## config.mk

```make
export PLATFORM = sky130hd
export DESIGN_NAME = pct_counter_timebase
export DESIGN_NICKNAME = d
export VERILOG_FILES = /design/src/hdl/pct_pkg.sv /design/src/hdl/pct_counter_timebase.sv /design/src/hdl/pct_ext_sync.sv
export SDC_FILE = /design/constraint.sdc
export NUM_CORES = 1
export LEC_CHECK = 0
export ABC_AREA = 1
export CORE_UTILIZATION = 40
export DETAILED_ROUTE_END_ITERATION = 16
export DONT_BUFFER_PORTS = 1
export GPL_TIMING_DRIVEN = 0
export SLEW_MARGIN = 40
export SYNTH_ARGS = -nofsm -noshare
export SYNTH_HDL_FRONTEND = slang
export SYNTH_SLANG_ARGS = --single-unit
```

## constraint.sdc

```tcl
create_clock -name clk -period 2.3 [get_ports clk]
set_input_delay 0.23 -clock clk [delete_from_list [all_inputs] [get_ports clk]]
set_output_delay 0.23 -clock clk [all_outputs]
set_load 0.03 [all_outputs]
```

## src/hdl/pct_pkg.sv

```systemverilog
package pct_pkg;

   // ****************************************************************
   // Register map: byte index on the plain register port
   // ****************************************************************
   localparam int ADDR_W = 3;
   localparam int DATA_W = 8;
   localparam logic [2:0] ADDR_COUNT_LOW = 3'h0;
   localparam logic [2:0] ADDR_COUNT_HIGH = 3'h1;
   localparam logic [2:0] ADDR_MODE = 3'h2;
   localparam logic [2:0] ADDR_STATUS = 3'h3;
   localparam logic [2:0] ADDR_MASK = 3'h4;
   localparam logic [2:0] ADDR_IO_ENABLE = 3'h5;
   localparam logic [2:0] ADDR_IO_LEVEL = 3'h6;

   // ****************************************************************
   // Field positions and reset values
   // ****************************************************************
   localparam int MODE_IDLE_BIT = 7;
   localparam int MODE_WDT_BIT = 6;
   localparam int MODE_SEL_HI = 3;
   localparam int MODE_SEL_LO = 1;
   localparam int STATUS_OVF_BIT = 0;
   localparam logic RST_WATCHDOG = 1'h1;
   localparam logic [2:0] RST_SEL = 3'h0;
   localparam logic [15:0] COUNT_RST = 16'h0000;
   localparam logic [15:0] COUNT_MAX = 16'hffff;
   localparam logic [15:0] COUNT_STEP = 16'h0001;

   // ****************************************************************
   // Timebase codes
   // ****************************************************************
   localparam logic [2:0] SEL_DIV12 = 3'h0;
   localparam logic [2:0] SEL_DIV4 = 3'h1;
   localparam logic [2:0] SEL_TIMER0 = 3'h2;
   localparam logic [2:0] SEL_ECI = 3'h3;
   localparam logic [2:0] SEL_SYSCLK = 3'h4;
   localparam logic [2:0] SEL_EXTOSC = 3'h5;

   // ****************************************************************
   // Prescaler constants
   // ****************************************************************
   localparam logic [3:0] DIV12_LAST = 4'hb;
   localparam logic [3:0] DIV12_STEP = 4'h1;
   localparam logic [1:0] DIV4_LAST = 2'h3;
   localparam logic [2:0] EXT_DIV_LAST = 3'h7;
   localparam logic [2:0] EXT_DIV_STEP = 3'h1;

endpackage : pct_pkg

```

## src/hdl/pct_counter_timebase.sv

```systemverilog
// Implementation choices: the strobed register port and the register offsets.
`timescale 1ns/1ps
// Contract
// - 16-bit counter seen as two bytes
// - Low read snapshots high byte for next read
// - Reads never disturb counting
// - Codes 000/001/101 select divided clocks, 100 the undivided system clock
// - 010 timer0 overflow, 011 falling input, 11x none
// - External oscillator tick synchronised to clock
// - Wrap from maximum sets overflow flag
// - Interrupt only while enable bit set
// - Overflow flag cleared only by software
// - Idle control zero keeps counting in idle
// - Six modules each with routable line
// - Watchdog mode after reset restricts access
module pct_counter_timebase
   import pct_pkg::*;
#(
   parameter int NUM_MODULES = 6
)
(
   // Clock and reset
   input wire logic clk,
   input wire logic nrst,
   // Register port
   input wire logic [ADDR_W-1:0] reg_addr,
   input wire logic [DATA_W-1:0] reg_wdata,
   input wire logic reg_wr,
   input wire logic reg_rd,
   output logic [DATA_W-1:0] reg_rdata_q,
   // Event sources
   input wire logic ext_count_input,
   input wire logic timer0_overflow,
   input wire logic ext_osc_clk,
   input wire logic cpu_idle,
   // Interrupt
   output logic irq_q,
   // Module lines
   output logic [NUM_MODULES-1:0] module_io_line_q,
   output logic [NUM_MODULES-1:0] module_io_oe_q
);

   logic [1:0] rst_pipe_q;
   logic rst_n;
   logic [15:0] count_q;
   logic [7:0] snapshot_q;
   logic [3:0] pre_q;
   logic eci_prev_q;
   logic idle_suspend_ctrl_q;
   logic watchdog_mode_q;
   logic [2:0] timebase_select_q;
   logic count_overflow_flag_q;
   logic overflow_irq_enable_q;
   logic [NUM_MODULES-1:0] io_enable_q;
   logic [NUM_MODULES-1:0] io_level_q;
   logic ext_tick;
   logic tick12;
   logic tick4;
   logic eci_fall;
   logic src_tick;
   logic tick;
   logic cnt_lo_wr;
   logic cnt_hi_wr;
   logic cnt_wr;
   logic mode_wr;
   logic ovf_set;

   // ****************************************************************
   // Reset release
   // ****************************************************************
   always_ff @(posedge clk or negedge nrst)
   begin
      if (!nrst)
         rst_pipe_q <= 2'h0;
      else
         rst_pipe_q <= {rst_pipe_q[0], 1'b1};
   end

   assign rst_n = rst_pipe_q[1];

   function automatic logic wr_hit(input logic [ADDR_W-1:0] a);
      wr_hit = reg_wr && (reg_addr == a);
   endfunction : wr_hit

   // Counter writes are locked out while watchdog mode is on; mode writes still reach the watchdog bit
   assign cnt_lo_wr = wr_hit(ADDR_COUNT_LOW) && !watchdog_mode_q;
   assign cnt_hi_wr = wr_hit(ADDR_COUNT_HIGH) && !watchdog_mode_q;
   assign cnt_wr = cnt_lo_wr || cnt_hi_wr;
   assign mode_wr = wr_hit(ADDR_MODE);

   // ****************************************************************
   // Timebase sources
   // ****************************************************************
   pct_ext_sync u_ext_sync (
      .clk(clk),
      .rst_n(rst_n),
      .ext_osc_clk(ext_osc_clk),
      .ext_tick_q(ext_tick)
   );

   always_ff @(posedge clk or negedge rst_n)
   begin
      if (!rst_n)
         pre_q <= 4'h0;
      else if (pre_q == DIV12_LAST)
         pre_q <= 4'h0;
      else
         pre_q <= pre_q + DIV12_STEP;
   end

   assign tick12 = (pre_q == DIV12_LAST);
   assign tick4 = (pre_q[1:0] == DIV4_LAST);

   always_ff @(posedge clk or negedge rst_n)
   begin
      if (!rst_n)
         eci_prev_q <= 1'b0;
      else
         eci_prev_q <= ext_count_input;
   end

   assign eci_fall = eci_prev_q && !ext_count_input;

   always_comb
   begin
      case (timebase_select_q)
         SEL_DIV12: src_tick = tick12;
         SEL_DIV4: src_tick = tick4;
         SEL_TIMER0: src_tick = timer0_overflow;
         SEL_ECI: src_tick = eci_fall;
         SEL_SYSCLK: src_tick = 1'b1;
         SEL_EXTOSC: src_tick = ext_tick;
         default: src_tick = 1'b0;
      endcase
   end

   // Idle only stops the count when the idle control bit asks for it
   assign tick = src_tick && !(cpu_idle && idle_suspend_ctrl_q);

   // ****************************************************************
   // Counter
   // ****************************************************************
   always_ff @(posedge clk or negedge rst_n)
   begin
      if (!rst_n)
         count_q <= COUNT_RST;
      else if (cnt_lo_wr)
         count_q[7:0] <= reg_wdata;
      else if (cnt_hi_wr)
         count_q[15:8] <= reg_wdata;
      else if (tick)
         count_q <= count_q + COUNT_STEP;
   end

   assign ovf_set = tick && !cnt_wr && (count_q == COUNT_MAX);

   always_ff @(posedge clk or negedge rst_n)
   begin
      if (!rst_n)
         snapshot_q <= 8'h00;
      else if (reg_rd && (reg_addr == ADDR_COUNT_LOW))
         snapshot_q <= count_q[15:8];
   end

   // ****************************************************************
   // Mode, status and mask registers
   // ****************************************************************
   always_ff @(posedge clk or negedge rst_n)
   begin
      if (!rst_n)
      begin
         watchdog_mode_q <= RST_WATCHDOG;
         idle_suspend_ctrl_q <= 1'b0;
         timebase_select_q <= RST_SEL;
      end
      else if (mode_wr)
      begin
         watchdog_mode_q <= reg_wdata[MODE_WDT_BIT];
         if (!watchdog_mode_q)
         begin
            idle_suspend_ctrl_q <= reg_wdata[MODE_IDLE_BIT];
            timebase_select_q <= reg_wdata[MODE_SEL_HI:MODE_SEL_LO];
         end
      end
   end

   // Set wins over a simultaneous write-one clear
   always_ff @(posedge clk or negedge rst_n)
   begin
      if (!rst_n)
         count_overflow_flag_q <= 1'b0;
      else if (ovf_set)
         count_overflow_flag_q <= 1'b1;
      else if (wr_hit(ADDR_STATUS) && reg_wdata[STATUS_OVF_BIT])
         count_overflow_flag_q <= 1'b0;
   end

   always_ff @(posedge clk or negedge rst_n)
   begin
      if (!rst_n)
         overflow_irq_enable_q <= 1'b0;
      else if (wr_hit(ADDR_MASK))
         overflow_irq_enable_q <= reg_wdata[STATUS_OVF_BIT];
   end

   always_ff @(posedge clk or negedge rst_n)
   begin
      if (!rst_n)
         irq_q <= 1'b0;
      else
         irq_q <= count_overflow_flag_q && overflow_irq_enable_q;
   end

   // ****************************************************************
   // Module lines
   // ****************************************************************
   always_ff @(posedge clk or negedge rst_n)
   begin
      if (!rst_n)
      begin
         io_enable_q <= '0;
         io_level_q <= '0;
      end
      else
      begin
         if (wr_hit(ADDR_IO_ENABLE))
            io_enable_q <= reg_wdata[NUM_MODULES-1:0];
         if (wr_hit(ADDR_IO_LEVEL))
            io_level_q <= reg_wdata[NUM_MODULES-1:0];
      end
   end

   genvar gi;
   generate
      for (gi = 0; gi < NUM_MODULES; gi++)
      begin : g_line
         always_ff @(posedge clk or negedge rst_n)
         begin
            if (!rst_n)
            begin
               module_io_line_q[gi] <= 1'b0;
               module_io_oe_q[gi] <= 1'b0;
            end
            else
            begin
               module_io_line_q[gi] <= io_enable_q[gi] && io_level_q[gi];
               module_io_oe_q[gi] <= io_enable_q[gi];
            end
         end
      end
   endgenerate

   // ****************************************************************
   // Read port
   // ****************************************************************
   always_ff @(posedge clk or negedge rst_n)
   begin
      if (!rst_n)
         reg_rdata_q <= 8'h00;
      else if (!reg_rd)
         reg_rdata_q <= 8'h00;
      else
      begin
         case (reg_addr)
            ADDR_COUNT_LOW: reg_rdata_q <= count_q[7:0];
            ADDR_COUNT_HIGH: reg_rdata_q <= snapshot_q;
            ADDR_MODE: reg_rdata_q <= {idle_suspend_ctrl_q, watchdog_mode_q, 2'h0, timebase_select_q, 1'b0};
            ADDR_STATUS: reg_rdata_q <= {7'h00, count_overflow_flag_q};
            ADDR_MASK: reg_rdata_q <= {7'h00, overflow_irq_enable_q};
            ADDR_IO_ENABLE: reg_rdata_q <= 8'(io_enable_q);
            ADDR_IO_LEVEL: reg_rdata_q <= 8'(io_level_q);
            default: reg_rdata_q <= 8'h00;
         endcase
      end
   end
endmodule : pct_counter_timebase

```

## src/hdl/pct_ext_sync.sv

```systemverilog
`timescale 1ns/1ps
// Brings the external oscillator into the system clock domain and divides it by 8
module pct_ext_sync
   import pct_pkg::*;
(
   // System side
   input wire logic clk,
   input wire logic rst_n,
   // Oscillator
   input wire logic ext_osc_clk,
   // Tick
   output logic ext_tick_q
);

   logic sync1_q;
   logic sync2_q;
   logic prev_q;
   logic [2:0] div_q;
   logic rise;

   // ****************************************************************
   // Two-flop synchroniser and edge detect
   // ****************************************************************
   always_ff @(posedge clk or negedge rst_n)
   begin
      if (!rst_n)
      begin
         sync1_q <= 1'b0;
         sync2_q <= 1'b0;
         prev_q <= 1'b0;
      end
      else
      begin
         sync1_q <= ext_osc_clk;
         sync2_q <= sync1_q;
         prev_q <= sync2_q;
      end
   end

   assign rise = sync2_q & ~prev_q;

   // ****************************************************************
   // Divide by 8, one system clock pulse per eight rising oscillator edges
   // ****************************************************************
   always_ff @(posedge clk or negedge rst_n)
   begin
      if (!rst_n)
      begin
         div_q <= 3'h0;
         ext_tick_q <= 1'b0;
      end
      else
      begin
         ext_tick_q <= rise && (div_q == EXT_DIV_LAST);
         if (rise)
            div_q <= div_q + EXT_DIV_STEP;
      end
   end

endmodule : pct_ext_sync

```

==> metrics.md, run 1 <==
| Metric | Value |
|---|---|
| Sum Neg Setup Slack | 0 ns |
| Leak pwr | 2.08 nW |
| Min cycle time layout | 1.78 ns |
| R2r worst-path depth | 10 |
| H-tree depth | 3 |
| Synth Area in Compound Gates | 0.0895 |
| Setup repair bufs after CTS | 0 |
| Avg Cell Area, Syn | 8.15 um^2 |
| FP Rows | 34 |
| Mapped Cells | 446 |
| Syn nets | 469 |
| Flop-to-flop setup slack | 0.52 ns |
| Count of input and output buffers | 0 |
| Worst skew pair latency | 0.34 ns |
| TritonCTS clock tree | yes |
| Post-Synth XOR/XNOR Area | 0.00241 |
| # diodes | 0 |
| Placeable Area | 0.00876 mm^2 |
| First-pass GRT wire length | 14100 um |
| Die X-Extent | 97.3 um |
| Synth Area in Simple Gates | 0.280 |
| Via count | 2958 |
| Die Ht | 97.3 um |
| Worst R2R End | count_q[14]$_DFFE_PN0P_ |
| Top FF cell, synth | dfrtp_1 |
| Largest family of logic cells by synthesized area | simple AND/OR/NAND/NOR gates |
| Boundary Pins | 40 |
| Clock root buffer | clkbuf_8 |
| Dpl cell area | 0.00381 mm^2 |
| Fraction of registers with async set/reset | 1.00 |
| Fmax | 560 MHz |
| Critical path origin | count_q[0]$_DFFE_PN0P_ |
| Setup crit end kind | flop |
| Post_cts resized | 0 |
| FF+latch count, synth | 78 |
| CTS Hold Buffers Added | 4 |
| Starting DRC count in detailed routing | 139 |
| Post-Synth Adder-Cell Area | 0.0138 |
| Final setup vio count | 0 |
| Clock power frac | 0.294 |
| Switching Fraction | 0.342 |
| Total wire length | 8350 um |
| Starting density of the core | 0.415 |
| Unrepaired setup endpoints after global routing | false |
| Final ANT Viol Nets | 0 |
| CP Launch Type | flop |
| Power Density | 1020 mW/mm^2 |
| Critical path endpoint | count_q[14]$_DFFE_PN0P_ |
| Final Wtd Congestion | 0.889 |
| EDFF count, synth | 0 |
| Sequential area share after synthesis | 0.537 |
| Vias per inst | 5.14 |
| Min-delay worst type | input port to flop |
| Reg clk slew, reported paths | 0.08 ns |
| CTS max path bufs | 2 |
| Critical path arrival | 2.02 ns |
| Commonest non-fill, non-tap cell in the layout | nand2_1 |
| Final Instance Area | 0.00409 mm^2 |
| CTS sink count | 78 |
| Worst-path maximum fanout | 7 |
| WL per Instance | 14.5 um |
| Area Growth Syn to Fin | 12.6% |
| Post-DP HPWL | 6220 um |
| Sw power | 1.43 mW |
| CTS buffer count | 9 |
| GRT overflow | 0 |
| Pre-antenna DRT Iters | 4 |
| Peak VDD IR | 428 uV |
| Gr usage total | 0.189 |
| Die area | 0.00948 mm^2 |
| P_int | 2.76 mW |
| Reg2reg start | count_q[0]$_DFFE_PN0P_ |
| Max-slew violations | 0 |
| Layout Nets | 486 |
| Max-Cap Viols | 0 |
| Sequential Power Share | 0.498 |
| Post-synthesis mux area share | 0.00619 |
| Largest net degree at the start of global routing | 34 |
| Yosys cell types | 33 |
| Netlist Area Pre-Place | 0.00364 mm^2 |
| Ys Warns | 0 |
| Fin crit share | 0.776 |
| Status | completed |
| Worst Clk Skew | 0.00946 ns |
| Commonest cells after routing, fill and taps aside | 160 x nand2_1, 76 x dfrtp_1, 50 x inv_1 |
| Area occupied by multi-input gates | 0.00143 mm^2 |
| Final Hold Viols | 0 |
| Comb pwr share | 0.208 |
| Vias in the first global route | 2772 |
| Layout cells sized above 1 | 0.0855 |
| Critical Path RT | 2.54 ns |
| FF+latch area | 0.00196 mm^2 |
| Crit path kind | flop to flop |
| Fillers | 856 |
| Antenna violations before repair | 0 |
| Drc violations | 0 |
## registers in the layout (all words and copies together) (netlist names)
| signal | flops |
|---|---|
| overflow_irq_enable_q | 1 |
| u_ext_sync.ext_tick_q | 1 |
| count_q | 16 |
| u_ext_sync.prev_q | 1 |
| rst_pipe_q | 2 |
| io_level_q | 6 |
| idle_suspend_ctrl_q | 1 |
| io_enable_q | 6 |
| eci_prev_q | 1 |
| module_io_oe_q | 6 |
| snapshot_q | 8 |
| count_overflow_flag_q | 1 |
| pre_q | 4 |
| timebase_select_q | 3 |
| irq_q | 1 |
| u_ext_sync.div_q | 3 |
| watchdog_mode_q | 1 |
| module_io_line_q | 6 |
| reg_rdata_q | 8 |
| u_ext_sync.sync1_q | 1 |
| u_ext_sync.sync2_q | 1 |
## cell usage after synthesis (2+ instances only)
master / instances / share of area
nand2_1: 160 / 0.17
ha_1: 4 / 0.014
inv_1: 50 / 0.052
buf_2: 3 / 0.0041
nand4_1: 7 / 0.012
buf_6: 2 / 0.0062
mux2_2: 2 / 0.0062
nor2_1: 20 / 0.021
o22ai_1: 2 / 0.0034
nand2_2: 5 / 0.0086
inv_2: 2 / 0.0021
o21ai_1: 4 / 0.0055
o211ai_1: 2 / 0.0041
or2_2: 2 / 0.0034
dfrtp_1: 77 / 0.53
nand3_1: 40 / 0.055
a41oi_1: 3 / 0.0072
a21oi_1: 5 / 0.0069
o21ai_0: 40 / 0.055
a31oi_1: 3 / 0.0052
## layout make-up
class	instances	share of cell area
flip-flops and latches	78	0.478
multi-input cells	308	0.349
plain buffers	7	0.0119
clock buffers	11	0.0321
repair buffers	6	0.0196
clock inverters	5	0.0263
inverters	53	0.0498
well taps	108	0.0330
## critical path, cell delays in order, from the launching register on
cell	delay, ns
dfrtp_1	0.46
ha_1	0.19
nand2_1	0.12
nor2_1	0.39
nand3_1	0.17
nand2_1	0.09
nand2_1	0.05
nand2_1	0.05
nand2_1	0.04
nand3_1	0.06
nand2_1	0.05
## per-stage QoR
stage,hold WS (ns),power [mW],cells,utilization,setup slack (ns)
after floorplan,-0.0656,2.70,446,-,0.854
after global placement,-0.0655,2.94,554,0.430,0.530
after detailed placement,-0.0655,2.97,556,0.435,0.565
after CTS,0.00129,4.21,576,0.467,0.543
after global routing,0.0287,4.48,576,0.467,0.320
final,0.0103,4.19,576,0.467,0.515
## worst min-delay path by stage
| stage | slack [ns] | to | startpoint | cells after the start |
|---|---|---|---|---|
| 2_1_floorplan | -0.07 | rst_pipe_q[0]$_DFF_PN0_ | nrst | 0 |
| 4_1_cts | 0.001 | watchdog_mode_q$_DFFE_PN1P_ | reg_wdata[6] | 2 |
| 3_3_place_gp | -0.07 | rst_pipe_q[0]$_DFF_PN0_ | nrst | 0 |
| 6_report | 0.01 | watchdog_mode_q$_DFFE_PN1P_ | reg_wdata[6] | 2 |
| 5_1_grt | 0.03 | watchdog_mode_q$_DFFE_PN1P_ | reg_wdata[6] | 2 |
| 3_5_place_dp | -0.07 | rst_pipe_q[0]$_DFF_PN0_ | nrst | 0 |
## layer usage
metal | wire [um] | track usage
met2 | 3790 | 0.295
met5 | 0 | 0
met4 | 119 | 0.0758
met1 | 3860 | 0.254
met3 | 580 | 0.0468
## kinds of logic after synthesis
kind of cell               Yosys count
and+or+nand+nor                    240
DFF                                 78
AOI/OAI and AO/OA                   60
buffers and inverters               60
adders and majority gates            4
muxes                                2
other                                1
xor gates and xnor gates             1
## power by group through the flow
stage          logic [mW]  registers, mW  clock network, mW
2_1_floorplan       0.670           2.03                  0
3_3_place_gp        0.812           2.12                  0
3_5_place_dp        0.862           2.11                  0
4_1_cts             0.873           2.08               1.26
5_1_grt              1.03           2.13               1.31
6_report            0.872           2.09               1.23
(Power assumes the default switching activity.)
==> run 2: changes to the inputs <==
clock period = 1.6 ns   (was 2.3 ns; I/O delays follow)
==> run 2 against run 1 <==
  * Maximum frequency rose by 19%
  * First-iteration DRC count fell by 8.6%
  * Sequential power grew 44%
  * Power up 49%
  * Count of clock-buffer cells in the layout unchanged
  * Sequential share of layout area decreased by 1.9 points
  * Largest cell class unchanged
  * Highest routed layer unchanged
==> metrics.md, run 2 (same netlist as run 1, synthesis figures left out) <==
| Metric | Value |
|---|---|
| Max-slew violations | 0 (unchanged) |
| Power Density | 1460 mW/mm^2 (+42%) |
| Die Ht | 97.3 um (unchanged) |
| Drc violations | 0 (unchanged) |
| Critical Path RT | 1.84 ns (-0.70 ns) |
| Vias in the first global route | 2833 (+2.2%) |
| Biggest regs | count_q x16, reg_rdata_q x8, snapshot_q x8 |
| Gr usage total | 0.192 (+0.00233) |
| CP top delay family | simple AND/OR/NAND/NOR gates |
| Flop-to-flop setup slack | 0.10 ns (-0.41 ns) |
| Layout Nets | 495 (+1.9%) |
| Final setup vio count | 0 (unchanged) |
| Peak VDD IR | 615 uV (+44%) |
| Fin crit share | 0.936 (+0.160) |
| Fillers | 845 (-1.3%) |
| Crit path kind | flop to flop |
| Pre-antenna DRT Iters | 5 (+1) |
| Largest net degree at the start of global routing | 34 (unchanged) |
| Vias per inst | 5.20 (+1.3%) |
| Worst path most repeated cell | nand2_2 |
| Max incr delay on CP | 0.42 ns (-0.04 ns) |
| First-pass GRT wire length | 14200 um (+0.98%) |
| Max-Cap Viols | 0 (unchanged) |
| Fin util | 0.488 (+0.0207) |
| Post-DP HPWL | 6220 um (unchanged) |
| Via count | 3042 (+2.8%) |
| Status | completed |
| Critical path arrival | 1.74 ns (-0.28 ns) |
| Commonest non-fill, non-tap cell in the layout | nand2_1 |
| Setup crit end kind | flop |
| H-tree depth | 3 (unchanged) |
| WL per Instance | 14.9 um (+2.7%) |
| Commonest cells after routing, fill and taps aside | 155 x nand2_1, 72 x dfrtp_1, 50 x inv_1 |
| Final ANT Viol Nets | 0 (unchanged) |
| Worst setup margin | 0.102 ns (-0.413 ns) |
| Sum Neg Setup Slack | 0 ns (unchanged) |
| CTS buffer count | 9 (unchanged) |
| Worst-path maximum fanout | 4 (-3) |
| CTS max path bufs | 2 (unchanged) |
| Final Wtd Congestion | 0.889 (unchanged) |
| CP Buf/Inv Count | 0 (unchanged) |
| Dpl cell area | 0.00381 mm^2 (unchanged) |
| CP Launch Type | flop |
| Layout cells sized above 1 | 0.130 (+0.0445) |
| FP Rows | 34 (unchanged) |
| Placeable Area | 0.00876 mm^2 (unchanged) |
| TritonCTS clock tree | yes |
| Worst skew pair latency | 0.34 ns (about the same) |
| Antenna violations before repair | 0 (unchanged) |
| Die area | 0.00948 mm^2 (unchanged) |
| Clock root buffer | clkbuf_8 |
| Leak pwr | 2.12 nW (+2.2%) |
| Total wire length | 8710 um (+4.3%) |
| GRT overflow | 0 (unchanged) |
| Area Growth Syn to Fin | 17.6% |
| Min-delay worst type | input port to flop |
| Post-Place Cells | 556 (unchanged) |
| Slowest stage cell, crit path | dfrtp_1 |
| Post-route non-filler standard cell count | 585 (+1.6%) |
| Reg clk slew, reported paths | 0.08 ns (about the same) |
| Place WS | -0.135 ns (-0.700 ns) |
| Final Instance Area | 0.00428 mm^2 (+4.4%) |
| Biggest register | count_q |
| Worst Clk Skew | 0.00739 ns (-0.00208 ns) |
| Count of input and output buffers | 0 (unchanged) |
| CTS sink count | 78 (unchanged) |
| Die X-Extent | 97.3 um (unchanged) |
| # diodes | 0 (unchanged) |
| Boundary Pins | 40 (unchanged) |
| Starting DRC count in detailed routing | 127 (-8.6%) |
| Final Hold Viols | 0 (unchanged) |
| Largest register FFs | 16 (unchanged) |
| CP cell instances | ha_4 > nor2_1 > nor2_1 > nand2_1 > nand2_2 > nand2_2 > nand2_4 > nand2_4 > nand2_2 > nand3_1 > nand2_1 |
| Min cycle time layout | 1.50 ns (-0.287 ns) |
| Fmax | 668 MHz (+19%) |
| Starting density of the core | 0.415 (unchanged) |
[run 2: layer usage]
| metal | part of all wire | wire length, um | global-route usage | vias up |
|---|---|---|---|---|
| met5 | 0 | 0 | 0 | - |
| met4 | 0.018 | 153 | 0.0803 | 0 |
| met3 | 0.063 | 553 | 0.0489 | 13 |
| met2 | 0.46 | 3980 | 0.300 | 101 |
| met1 | 0.46 | 4020 | 0.254 | 1438 |
| li1 | - | - | - | 1490 |
[run 2: path summary, 6_finish.rpt]
kind | from | end | depth (start not counted)
worst min register to register | rst_pipe_q[1]$_DFF_PN0_ | count_q[7]$_DFFE_PN0P_ | 0
worst max register to register | pre_q[1]$_DFF_PN0_ | count_q[14]$_DFFE_PN0P_ | 11
worst min-delay path | reg_wdata[7] | idle_suspend_ctrl_q$_DFFE_PN0P_ | 2
max in group asynchronous | rst_pipe_q[1]$_DFF_PN0_ | watchdog_mode_q$_DFFE_PN1P_ | 2
min in group asynchronous | nrst | rst_pipe_q[1]$_DFF_PN0_ | 1
worst max-delay path | pre_q[1]$_DFF_PN0_ | count_q[14]$_DFFE_PN0P_ | 11
[run 2: what timing repair did]
| action | CTS | global route |
|---|---|---|
| gates resized for setup | 6 | 21 |
| pin swaps | 0 | 5 |
| endpoints found under the setup margin | 17 | 17 |
| hold buffers | 7 | 0 |
| gates cloned | 0 | 2 |
| hold endpoints to repair | 8 | 0 |
| setup buffers | 0 | 4 |
[run 2: report_power, final]
group          internal, mW  switching (mW)  total (mW)
sequential             2.44           0.569        3.01
combinational         0.570           0.883        1.45
clock                  1.05           0.718        1.76
[run 2: final cells by class]
class	instances	area (um^2)	area share
multi-input combinational	310	1550	0.362
sequential	78	1960	0.459
clock buffer	11	131	0.0307
inverter	53	204	0.0477
timing repair buffer	13	140	0.0328
buffer	7	48.8	0.0114
tap	108	135	0.0316
clock inverter	5	108	0.0252
[run 2: stage by stage]
step	hold slack [ns]	power [mW]
after CTS	0.0147	6.09
final	0.0187	6.22
after detailed placement	-0.136	4.27
after global placement	-0.136	4.22
after floorplan	-0.136	3.88
after global routing	0.0229	6.65
